--- config.mk ---
export PLATFORM = sky130hd
export DESIGN_NAME = fepc_top
export DESIGN_NICKNAME = d
export VERILOG_FILES = /design/src/include/fepc_pkg.sv /design/src/hdl/fepc_top.sv
export SDC_FILE = /design/constraint.sdc
export NUM_CORES = 1
export LEC_CHECK = 0
export ABC_AREA = 1
export BUFFER_PORTS_ARGS = -buffer_cell sky130_fd_sc_hd__buf_2
export CAP_MARGIN = 20
export CELL_PAD_IN_SITES_DETAIL_PLACEMENT = 1
export CELL_PAD_IN_SITES_GLOBAL_PLACEMENT = 1
export CORE_ASPECT_RATIO = 2
export CORE_MARGIN = 10
export CORE_UTILIZATION = 37
export DETAILED_ROUTE_END_ITERATION = 16
export PLACE_DENSITY = 0.93
export SLEW_MARGIN = 0
export SYNTH_ARGS = -nofsm -noshare
export SYNTH_HDL_FRONTEND = slang
export SYNTH_SLANG_ARGS = --single-unit
--- constraint.sdc ---
create_clock -name mclk -period 1.7 [get_ports mclk]
set_clock_uncertainty 0.05 [all_clocks]
set_input_delay 0.17 -clock mclk [delete_from_list [all_inputs] [get_ports mclk]]
set_output_delay 0.17 -clock mclk [all_outputs]
set_load 0.02 [all_outputs]
--- src/include/fepc_pkg.sv ---
`default_nettype none
package fepc_pkg;

  // ***********************************************************
  // bus map
  // ***********************************************************
  localparam int          ADDR_W      = 8;
  localparam logic [7:0]  OFS_CTRL    = 8'h00; // extended control
  localparam logic [7:0]  OFS_STATUS  = 8'h04; // basic status
  localparam logic [7:0]  OFS_FAST    = 8'h08; // fast_poll_status_register
  localparam logic [1:0]  RESP_OKAY   = 2'h0;
  localparam logic [1:0]  RESP_SLVERR = 2'h2;

  // field positions, numbered as in the device register map
  localparam int CTRL_FDX   = 0;  // full duplex select
  localparam int CTRL_TXINV = 2;  // transmit invalid codes enable
  localparam int STAT_LINK  = 2;  // link status
  localparam int FS_LINK    = 0;  // link status copy
  localparam int FS_PREM    = 5;  // premature end, latch_high
  localparam int FS_HALT    = 6;  // halt detected, latch_high
  localparam int FS_INV     = 7;  // invalid symbol, latch_high
  localparam int FS_LOCK    = 9;  // clock recovery lock error, latch_high

  localparam logic [1:0] CTRL_RESET = 2'h0;

  // ***********************************************************
  // line coding
  // ***********************************************************
  localparam logic [2:0] GRP_LAST  = 3'h4;   // last bit of a code group
  localparam logic [2:0] JK_CHECK  = 3'h4;   // last K bit after carrier detect
  localparam logic [2:0] PRE2_SLOT = 3'h1;   // slot of second preamble
  localparam logic [3:0] PRE_NIB   = 4'h5;   // preamble nibble
  localparam logic [4:0] CG_I      = 5'h1f;
  localparam logic [4:0] CG_J      = 5'h18;
  localparam logic [4:0] CG_K      = 5'h11;
  localparam logic [4:0] CG_T      = 5'h0d;
  localparam logic [4:0] CG_R      = 5'h07;
  localparam logic [4:0] CG_H      = 5'h04;
  localparam logic [9:0] CG_JK     = 10'h311;

  typedef enum logic [3:0] {
    TX_IDLE = 4'h1, TX_K = 4'h2, TX_DATA = 4'h4, TX_R = 4'h8
  } fepcTxSt_t;

  typedef enum logic [3:0] {
    RX_IDLE = 4'h1, RX_CARR = 4'h2, RX_RECV = 4'h4, RX_END = 4'h8
  } fepcRxSt_t;

  // transmit side of the media independent interface
  typedef struct packed {
    logic       txEn;
    logic       transmit_error_input;     // transmit_error_input
    logic [3:0] txd;
  } fepcMiiTx_t;

  // receive side of the media independent interface
  typedef struct packed {
    logic       rxStb;    // one-cycle nibble strobe
    logic       rxDv;
    logic       rxEr;
    logic [3:0] rxd;
    logic       crs;
    logic       col;
  } fepcMiiRx_t;

  // nibble to code group
  function automatic logic [4:0] fepcEnc(input logic [3:0] nib);
    logic [4:0] t [16];
    t = '{5'h1e, 5'h09, 5'h14, 5'h15, 5'h0a, 5'h0b, 5'h0e, 5'h0f,
          5'h12, 5'h13, 5'h16, 5'h17, 5'h1a, 5'h1b, 5'h1c, 5'h1d};
    return t[nib];
  endfunction : fepcEnc

  // code group to {is data, nibble}
  function automatic logic [4:0] fepcDec(input logic [4:0] cg);
    logic [4:0] r;
    r = 5'h00;
    for (int i = 0; i < 16; i++) begin
      if (fepcEnc(4'(i)) == cg) begin
        r = {1'b1, 4'(i)};
      end
    end
    return r;
  endfunction : fepcDec

endpackage : fepc_pkg
`default_nettype wire
--- src/hdl/fepc_top.sv ---
// Chosen here: the AXI4-Lite interface to the registers and the register offsets.
`timescale 1ns/1ps
`default_nettype none

// Contract
// - see: transmit nibbles become 5-bit code groups, sent serially onward.
// - see: first two preamble nibbles replaced by J then K.
// - see: when transmit enable drops, T then R follow the frame.
// - see: half duplex raises collision when sending and receiving together.
// - see: full duplex keeps collision low always.
// - see: transmit serial stream is NRZI coded before leaving.
// - see: idle line, two non-adjacent zeros start the delimiter search.
// - see: valid delimiter gives two preamble nibbles and sets group alignment.
// - see: aligned groups decode to nibbles delivered with a strobe.
// - see: decoding runs until end delimiter or idles; delimiter hidden.
// - see: a bad group raises receive error, then decoding continues.
// - see: idles before end delimiter raise error, premature bit, idle.
// - see: received line is NRZI decoded into plain bits.
// - see: lost clock lock sets a latching lock error bit.
// - see: no signal or lock error clears both link status bits.
// - see: carrier detect sets receiving and raises carrier sense.
// - see: delimiter not confirmed gives error, idle, carrier sense low.
// - see: confirmed idle, J, K moves the receiver into data receiving.
// - see: 16 data groups, six control groups, ten invalid groups.
// - see: an undefined group sets the invalid symbol bit.
// - see: a halt group sets the halt detected bit.
// - see: invalid groups sent only with enable bit and transmit error.
module fepc_top
  import fepc_pkg::*;
(
  input  wire logic              mclk,
  input  wire logic              reset_n,
  input  wire logic [ADDR_W-1:0] s_axi_awaddr,
  input  wire logic              s_axi_awvalid,
  output logic                   s_axi_awready,
  input  wire logic [31:0]       s_axi_wdata,
  input  wire logic [3:0]        s_axi_wstrb,
  input  wire logic              s_axi_wvalid,
  output logic                   s_axi_wready,
  output logic [1:0]             s_axi_bresp,
  output logic                   s_axi_bvalid,
  input  wire logic              s_axi_bready,
  input  wire logic [ADDR_W-1:0] s_axi_araddr,
  input  wire logic              s_axi_arvalid,
  output logic                   s_axi_arready,
  output logic [31:0]            s_axi_rdata,
  output logic [1:0]             s_axi_rresp,
  output logic                   s_axi_rvalid,
  input  wire logic              s_axi_rready,
  input  wire fepcMiiTx_t        miiTx,
  output logic                   txNibStb,
  output fepcMiiRx_t             miiRx,
  output logic                   txNrzi,
  input  wire logic              rxNrzi,
  input  wire logic              rxSigDet,
  input  wire logic              rxLockOk
);

  // ***********************************************************
  // state
  // ***********************************************************
  typedef struct packed {
    fepcTxSt_t         txSt;
    logic [2:0]        divCnt;
    logic [4:0]        txShift;
    logic              txLine;
    fepcRxSt_t         rxSt;
    logic              rxPrev;
    logic [9:0]        rxWin;
    logic [2:0]        bitCnt;
    logic              prePend;
    logic              rxStb;
    logic              rxDv;
    logic              rxEr;
    logic [3:0]        rxd;
    logic              crs;
    logic              fdx;
    logic              txInv;
    logic              prem;
    logic              halt;
    logic              inv;
    logic              lock;
    logic [ADDR_W-1:0] awAddr;
    logic              awHave;
    logic [31:0]       wData;
    logic [3:0]        wStrb;
    logic              wHave;
    logic              bvalid;
    logic [1:0]        bresp;
    logic              rvalid;
    logic [1:0]        rresp;
    logic [31:0]       rdata;
  } fepcState_t;

  localparam fepcState_t ST_RESET = '{
    txSt: TX_IDLE, txShift: CG_I, rxSt: RX_IDLE, rxWin: 10'h3ff,
    fdx: CTRL_RESET[0], txInv: CTRL_RESET[1], default: '0};

  fepcState_t q;
  fepcState_t d;
  logic       txStb;
  logic       rxBit;
  logic [9:0] win;
  logic [4:0] grp;
  logic [4:0] dec;
  logic [4:0] code;
  logic       link;
  logic       setPrem;
  logic       setHalt;
  logic       setInv;
  logic       clrRead;
  logic [1:0] sel;
  logic [31:0] rval;

  // register select: 0 control, 1 status, 2 fast poll, 3 unmapped
  function automatic logic [1:0] regSel(input logic [ADDR_W-1:0] a);
    unique case ({a[ADDR_W-1:2], 2'b00})
      OFS_CTRL:   return 2'd0;
      OFS_STATUS: return 2'd1;
      OFS_FAST:   return 2'd2;
      default:    return 2'd3;
    endcase
  endfunction : regSel

  // two zero bits with at least one bit between them
  function automatic logic twoApart(input logic [9:0] w);
    logic r;
    r = 1'b0;
    for (int i = 0; i < 8; i++) begin
      for (int j = i + 2; j < 10; j++) begin
        if (!w[i] && !w[j]) begin
          r = 1'b1;
        end
      end
    end
    return r;
  endfunction : twoApart

  // ***********************************************************
  // next state
  // ***********************************************************
  always_comb begin
    d       = q;
    setPrem = 1'b0;
    setHalt = 1'b0;
    setInv  = 1'b0;
    clrRead = 1'b0;
    rval    = 32'h0000_0000;
    sel     = 2'd3;
    link    = rxSigDet && rxLockOk;

    // transmit: nibble divider, coding and serialiser
    txStb    = (q.divCnt == GRP_LAST);
    d.divCnt = txStb ? 3'h0 : q.divCnt + 3'h1;
    d.txLine = q.txLine ^ q.txShift[4];
    code     = CG_I;
    if (txStb) begin
      unique case (q.txSt)
        TX_IDLE: begin
          if (miiTx.txEn) begin
            code   = CG_J;
            d.txSt = TX_K;
          end
        end
        TX_K: begin
          code   = CG_K;
          d.txSt = TX_DATA;
        end
        TX_DATA: begin
          if (!miiTx.txEn) begin
            code   = CG_T;
            d.txSt = TX_R;
          end else if (miiTx.transmit_error_input && q.txInv) begin
            code   = {3'b000, miiTx.txd[1:0]};
          end else if (miiTx.transmit_error_input) begin
            code   = CG_H;
          end else begin
            code   = fepcEnc(miiTx.txd);
          end
        end
        TX_R: begin
          code   = CG_R;
          d.txSt = TX_IDLE;
        end
        default: d.txSt = TX_IDLE;
      endcase
      d.txShift = code;
    end else begin
      d.txShift = {q.txShift[3:0], 1'b1};
    end

    // receive: line decode, carrier, alignment and decoding
    rxBit    = rxNrzi ^ q.rxPrev;
    d.rxPrev = rxNrzi;
    win      = {q.rxWin[8:0], rxBit};
    d.rxWin  = win;
    grp      = win[4:0];
    dec      = fepcDec(grp);
    d.rxStb  = 1'b0;
    unique case (q.rxSt)
      RX_IDLE: begin
        d.bitCnt = 3'h0;
        if (twoApart(win)) begin
          d.crs  = 1'b1;
          d.rxSt = RX_CARR;
        end
      end
      RX_CARR: begin
        d.bitCnt = q.bitCnt + 3'h1;
        if (q.bitCnt == JK_CHECK) begin
          d.bitCnt = 3'h0;
          d.rxStb  = 1'b1;
          if (win == CG_JK) begin
            d.rxSt    = RX_RECV;
            d.rxd     = PRE_NIB;
            d.rxDv    = 1'b1;
            d.rxEr    = 1'b0;
            d.prePend = 1'b1;
          end else begin
            d.rxSt = RX_IDLE;
            d.rxEr = 1'b1;
            d.crs  = 1'b0;
          end
        end
      end
      RX_RECV: begin
        d.bitCnt = q.bitCnt + 3'h1;
        if (q.prePend && q.bitCnt == PRE2_SLOT) begin
          d.rxStb   = 1'b1;
          d.prePend = 1'b0;
        end
        if (q.bitCnt == GRP_LAST) begin
          d.bitCnt = 3'h0;
          d.rxStb  = 1'b1;
          d.rxEr   = 1'b0;
          if (grp == CG_T) begin
            d.rxSt = RX_END;
            d.rxDv = 1'b0;
          end else if (grp == CG_I) begin
            d.rxSt  = RX_IDLE;
            d.rxEr  = 1'b1;
            d.rxDv  = 1'b0;
            d.crs   = 1'b0;
            setPrem = 1'b1;
          end else if (dec[4]) begin
            d.rxd = dec[3:0];
          end else begin
            d.rxEr = 1'b1;
            if (grp == CG_H) begin
              setHalt = 1'b1;
            end else if (grp != CG_J && grp != CG_K && grp != CG_R) begin
              setInv = 1'b1;
            end
          end
        end
      end
      RX_END: begin
        d.bitCnt = q.bitCnt + 3'h1;
        if (q.bitCnt == GRP_LAST) begin
          d.bitCnt = 3'h0;
          d.rxSt   = RX_IDLE;
          d.crs    = 1'b0;
          if (grp != CG_R) begin
            d.rxStb = 1'b1;
            d.rxEr  = 1'b1;
          end
        end
      end
      default: d.rxSt = RX_IDLE;
    endcase
    // back to idle: drop the frame's zeros so they raise no false carrier
    if (q.rxSt != RX_IDLE && d.rxSt == RX_IDLE) begin
      d.rxWin = 10'h3ff;
    end

    // bus write: address and data taken in either order
    if (s_axi_awvalid && !q.awHave && !q.bvalid) begin
      d.awAddr = s_axi_awaddr;
      d.awHave = 1'b1;
    end
    if (s_axi_wvalid && !q.wHave && !q.bvalid) begin
      d.wData  = s_axi_wdata;
      d.wStrb  = s_axi_wstrb;
      d.wHave  = 1'b1;
    end
    if (q.awHave && q.wHave) begin
      d.awHave = 1'b0;
      d.wHave  = 1'b0;
      d.bvalid = 1'b1;
      d.bresp  = (regSel(q.awAddr) == 2'd3) ? RESP_SLVERR : RESP_OKAY;
      if (regSel(q.awAddr) == 2'd0 && q.wStrb[0]) begin
        d.fdx   = q.wData[CTRL_FDX];
        d.txInv = q.wData[CTRL_TXINV];
      end
    end
    if (q.bvalid && s_axi_bready) begin
      d.bvalid = 1'b0;
    end

    // bus read: fast poll read clears its latched bits
    if (s_axi_arvalid && !q.rvalid) begin
      sel = regSel(s_axi_araddr);
      unique case (sel)
        2'd0: begin
          rval[CTRL_FDX]   = q.fdx;
          rval[CTRL_TXINV] = q.txInv;
        end
        2'd1: rval[STAT_LINK] = link;
        2'd2: begin
          rval[FS_LINK] = link;
          rval[FS_PREM] = q.prem;
          rval[FS_HALT] = q.halt;
          rval[FS_INV]  = q.inv;
          rval[FS_LOCK] = q.lock;
          clrRead       = 1'b1;
        end
        default: rval = 32'h0000_0000;
      endcase
      d.rvalid = 1'b1;
      d.rdata  = rval;
      d.rresp  = (sel == 2'd3) ? RESP_SLVERR : RESP_OKAY;
    end
    if (q.rvalid && s_axi_rready) begin
      d.rvalid = 1'b0;
    end

    // latch_high bits: a new event wins over the read clear
    d.prem = (q.prem && !clrRead) || setPrem;
    d.halt = (q.halt && !clrRead) || setHalt;
    d.inv  = (q.inv && !clrRead) || setInv;
    d.lock = (q.lock && !clrRead) || !rxLockOk;
  end

  // ***********************************************************
  // registers
  // ***********************************************************
  always_ff @(posedge mclk or negedge reset_n) begin
    if (!reset_n) begin
      q <= ST_RESET;
    end else begin
      q <= d;
    end
  end

  // ***********************************************************
  // outputs
  // ***********************************************************
  assign s_axi_awready = !q.awHave && !q.bvalid;
  assign s_axi_wready  = !q.wHave && !q.bvalid;
  assign s_axi_bvalid  = q.bvalid;
  assign s_axi_bresp   = q.bresp;
  assign s_axi_arready = !q.rvalid;
  assign s_axi_rvalid  = q.rvalid;
  assign s_axi_rdata   = q.rdata;
  assign s_axi_rresp   = q.rresp;
  assign txNibStb      = txStb;
  assign txNrzi        = q.txLine;
  assign miiRx.rxStb   = q.rxStb;
  assign miiRx.rxDv    = q.rxDv;
  assign miiRx.rxEr    = q.rxEr;
  assign miiRx.rxd     = q.rxd;
  assign miiRx.crs     = q.crs;
  // collision only in half duplex
  assign miiRx.col     = !q.fdx && q.txSt != TX_IDLE
                         && q.crs;
endmodule : fepc_top
`default_nettype wire

==> results.md <==
- Vias in the first global route: between 4000 and 5000
- Register bit total from synthesis: 66
- H-tree levels: 3
- Multi-input logic area: between 1500 and 2000 um2
- Leading post-synthesis cells by cell area: dfrtp_1 33%, dfstp_2 11%, nand2_1 10%, buf_4 8.9%, inv_1 5.7%
- Reg2Reg Setup Slack: -120 ps
- Die width: between 90 and 100 um
- Gp weighted congestion: between 0.9 and 1
- Max-Cap Viols: 0
- Core area: between 10000 and 15000 um2
- Max-slew headroom: 0.5791
- Fill cells: about 1200
- WHS: ~7.8 ps
- Post-synth top area share: 0.3298
- Total congestion overflow: 0
- Netlist cell types: 37
- Post-route DRC: 0
- Max Root-Sink Buffers: 2
- GRT Overall Usage: 0.1803
- Req. time, crit path: approximately 1900 ps
- Routed wire length: roughly 16000 um
- TritonCTS clock tree: built
- Pwr Density: between 1000 and 1500 nW/um2
- Final Power: approximately 7200 uW
- Area delta synth->final: 26.88%
- CTS Sinks: between 60 and 70
- Root buf cell: clkbuf_16
- Crit share post-route: 1.072
- Chip height: 163.2 um
- Via/cell ratio: 5.479
- Diode count: 0
- CTS clk-pin slew, worst paths: around 60 ps
- RSZ-0062 raised after global routing: yes
- Pre-CTS WS: -122.5 ps
- Num CTS Buffers: 9
- Mapped cell area: around 3800 um2
- Wirelength per Cell: roughly 23 um
- Post-route insts no fill: roughly 700
- Synth warnings: 0
- Setup WS post-layout: -123.1 ps
- Min cycle time layout: approximately 1800 ps
- Pins Over Slew Limit: 0
- Post-Syn Area per Cell: between 7 and 8 um2
- Drt initial violations: 248
- Largest net degree at the start of global routing: 30
- Dominant cell type by area after synthesis: dfrtp_1
- Critical path capture point type: flip-flop
- Die area: between 10000 and 15000 um2
- Row count: 52
- Sequential fraction of the synthesis area: 0.4406
- Cells after Synth: 475
- Worst vdd ir: between 0.6 and 0.7 mV
- Setup_tns: -1510 ps
- CP Max Fanout: 5
- Startpoint types: flip-flop
- Remaining antenna violation count: 0
- F_max: ~550 MHz
- Final setup fails: 25
- Critical path type: reg -> reg
- Clk Latency, worst-skew pair: 350 ps
- Failing checks: setup timing
- Run status: finished with violations
- # port buffers: 54
- Initial Util: 0.3762
- Share of layout cells above drive strength 1: 0.3499
- Worst Hold Class: in -> reg
- Final Hold Viols: 0
- DP Wirelength: around 9500 um
- Register area: around 1700 um2
- Critical Path AT: about 2000 ps
- Nets@finish: ~630
- Placed Cells: between 600 and 700
- Top-Level Pins: 120
- Leakage: 0.002438 uW
- First-pass GRT wire length: 21160 um
- Drt pass-1 iters: 4
- DR vias: around 3800
- Antenna violations before repair: 0
- Measured slew at the worst slew-check pin: between 600 and 700 ps
-- power breakdown --
part	switching [uW]	leakage, uW	internal [uW]	total, uW
Sequential	355	0.000790	2030	2380
Clock	796	0.000128	996	1790
Combinational	1970	0.00152	1010	2980
Total	3120	0.00244	4030	7150
-- placed cells by master, fill, tap and decap left out, types with 8 or more instances in the layout --
master / count
inv_1: 50
dfrtp_1: 49
nand2_2: 11
buf_2: 54
nand2_1: 95
inv_2: 9
nor2_1: 29
o21ai_0: 27
conb_1: 28
nor2_2: 13
o21ai_1: 10
nand4_1: 8
nor2_4: 8
buf_4: 31
nand3_1: 21
dfstp_2: 16
clkbuf_16: 9
a21oi_1: 20
-- timing repair --
| action | in CTS | in global routing |
|---|---|---|
| gates cloned | 0 | 1 |
| gates resized for setup | 17 | 52 |
| buffers inserted | 2 | 10 |
| endpoints found under the hold margin | 10 | 0 |
| hold buffers | 4 | 0 |
| endpoints found under the setup margin | 24 | 27 |
| pin swaps | 0 | 18 |
-- state kept, by name, summed over array words and instances, names as in the netlist --
signal / cells
grp: 4
s_axi_bvalid: 1
s_axi_bresp: 1
s_axi_rdata: 6
miiRx: 8
s_axi_rresp: 1
s_axi_rvalid: 1
q: 43
txNrzi: 1
-- per-layer routing --
layer  vias to the layer above  track usage  wire length [um]
li1                       1640            -                 -
met1                      1869       0.1555              5244
met2                       239       0.3499              9101
met3                        76      0.04092               952
met4                         0       0.1246              1001
met5                         -            0                 0
-- through the flow --
step / cell area (um2) / utilization
floorplan: 3895 / -
global placement: 4158 / 0.4123
detailed placement: 4158 / 0.4123
CTS: 4534 / 0.4496
global route: 4813 / 0.4773
finish: 4813 / 0.4773
-- layout make-up --
type | count | share of cell area
Tap cell | 135 | 0.03509
Clock inverter | 7 | 0.01118
Timing Repair Buffer | 93 | 0.1240
Clock buffer | 9 | 0.04679
Multi-Input combinational cell | 328 | 0.3876
Sequential cell | 66 | 0.3475
Inverter | 60 | 0.04783
-- cell usage after synthesis, drive strengths merged --
master    n
nand2   110
inv      59
dfrtp    50
nor2     50
buf      47
o21ai    39
nand3    31
a21oi    23
dfstp    16
nand4     9
nor3      8
mux2      7
ha        5
a31oi     3
nor4      3
o32ai     3
clkbuf    2
a41oi     1
and3      1
clkinv    1
conb      1
o211ai    1
o21bai    1
o22ai     1
o31ai     1
xnor2     1
xor2      1
-- path summary, 6_finish.rpt --
check	startpoint	end	depth (start not counted)
min	s_axi_awaddr[4]	q[80]$_DFFE_PN0P_	2
max in group asynchronous	reset_n	q[87]$_DFF_PN0_	3
min reg2reg	q[123]$_DFF_PN0_	q[123]$_DFF_PN0_	1
max reg2reg	grp[3]$_DFF_PN1_	miiRx[6]$_DFFE_PN0P_	8
max	grp[3]$_DFF_PN1_	miiRx[6]$_DFFE_PN0P_	8
min in group asynchronous	reset_n	q[116]$_DFF_PN0_	2
-- worst max-delay path: stages, from the launching register on --
cell	delay (ps)
dfstp_2	620
nand2_4	100
nor2_4	190
nor2_1	90
nor2_2	180
nand3_2	120
inv_1	120
nand2_1	70
a21oi_1	190
-- logic make-up after synthesis --
logic type / Yosys count / synth area share
other: 1 / 0.0009885
xor gates and xnor gates: 2 / 0.004618
adders and majority gates: 5 / 0.01649
DFF: 66 / 0.4406
buffers and inverters: 109 / 0.1560
AOI/OAI and AO/OA: 73 / 0.1036
and+or+nand+nor: 212 / 0.2569
muxes: 7 / 0.02078
(Power assumes the default switching activity.)
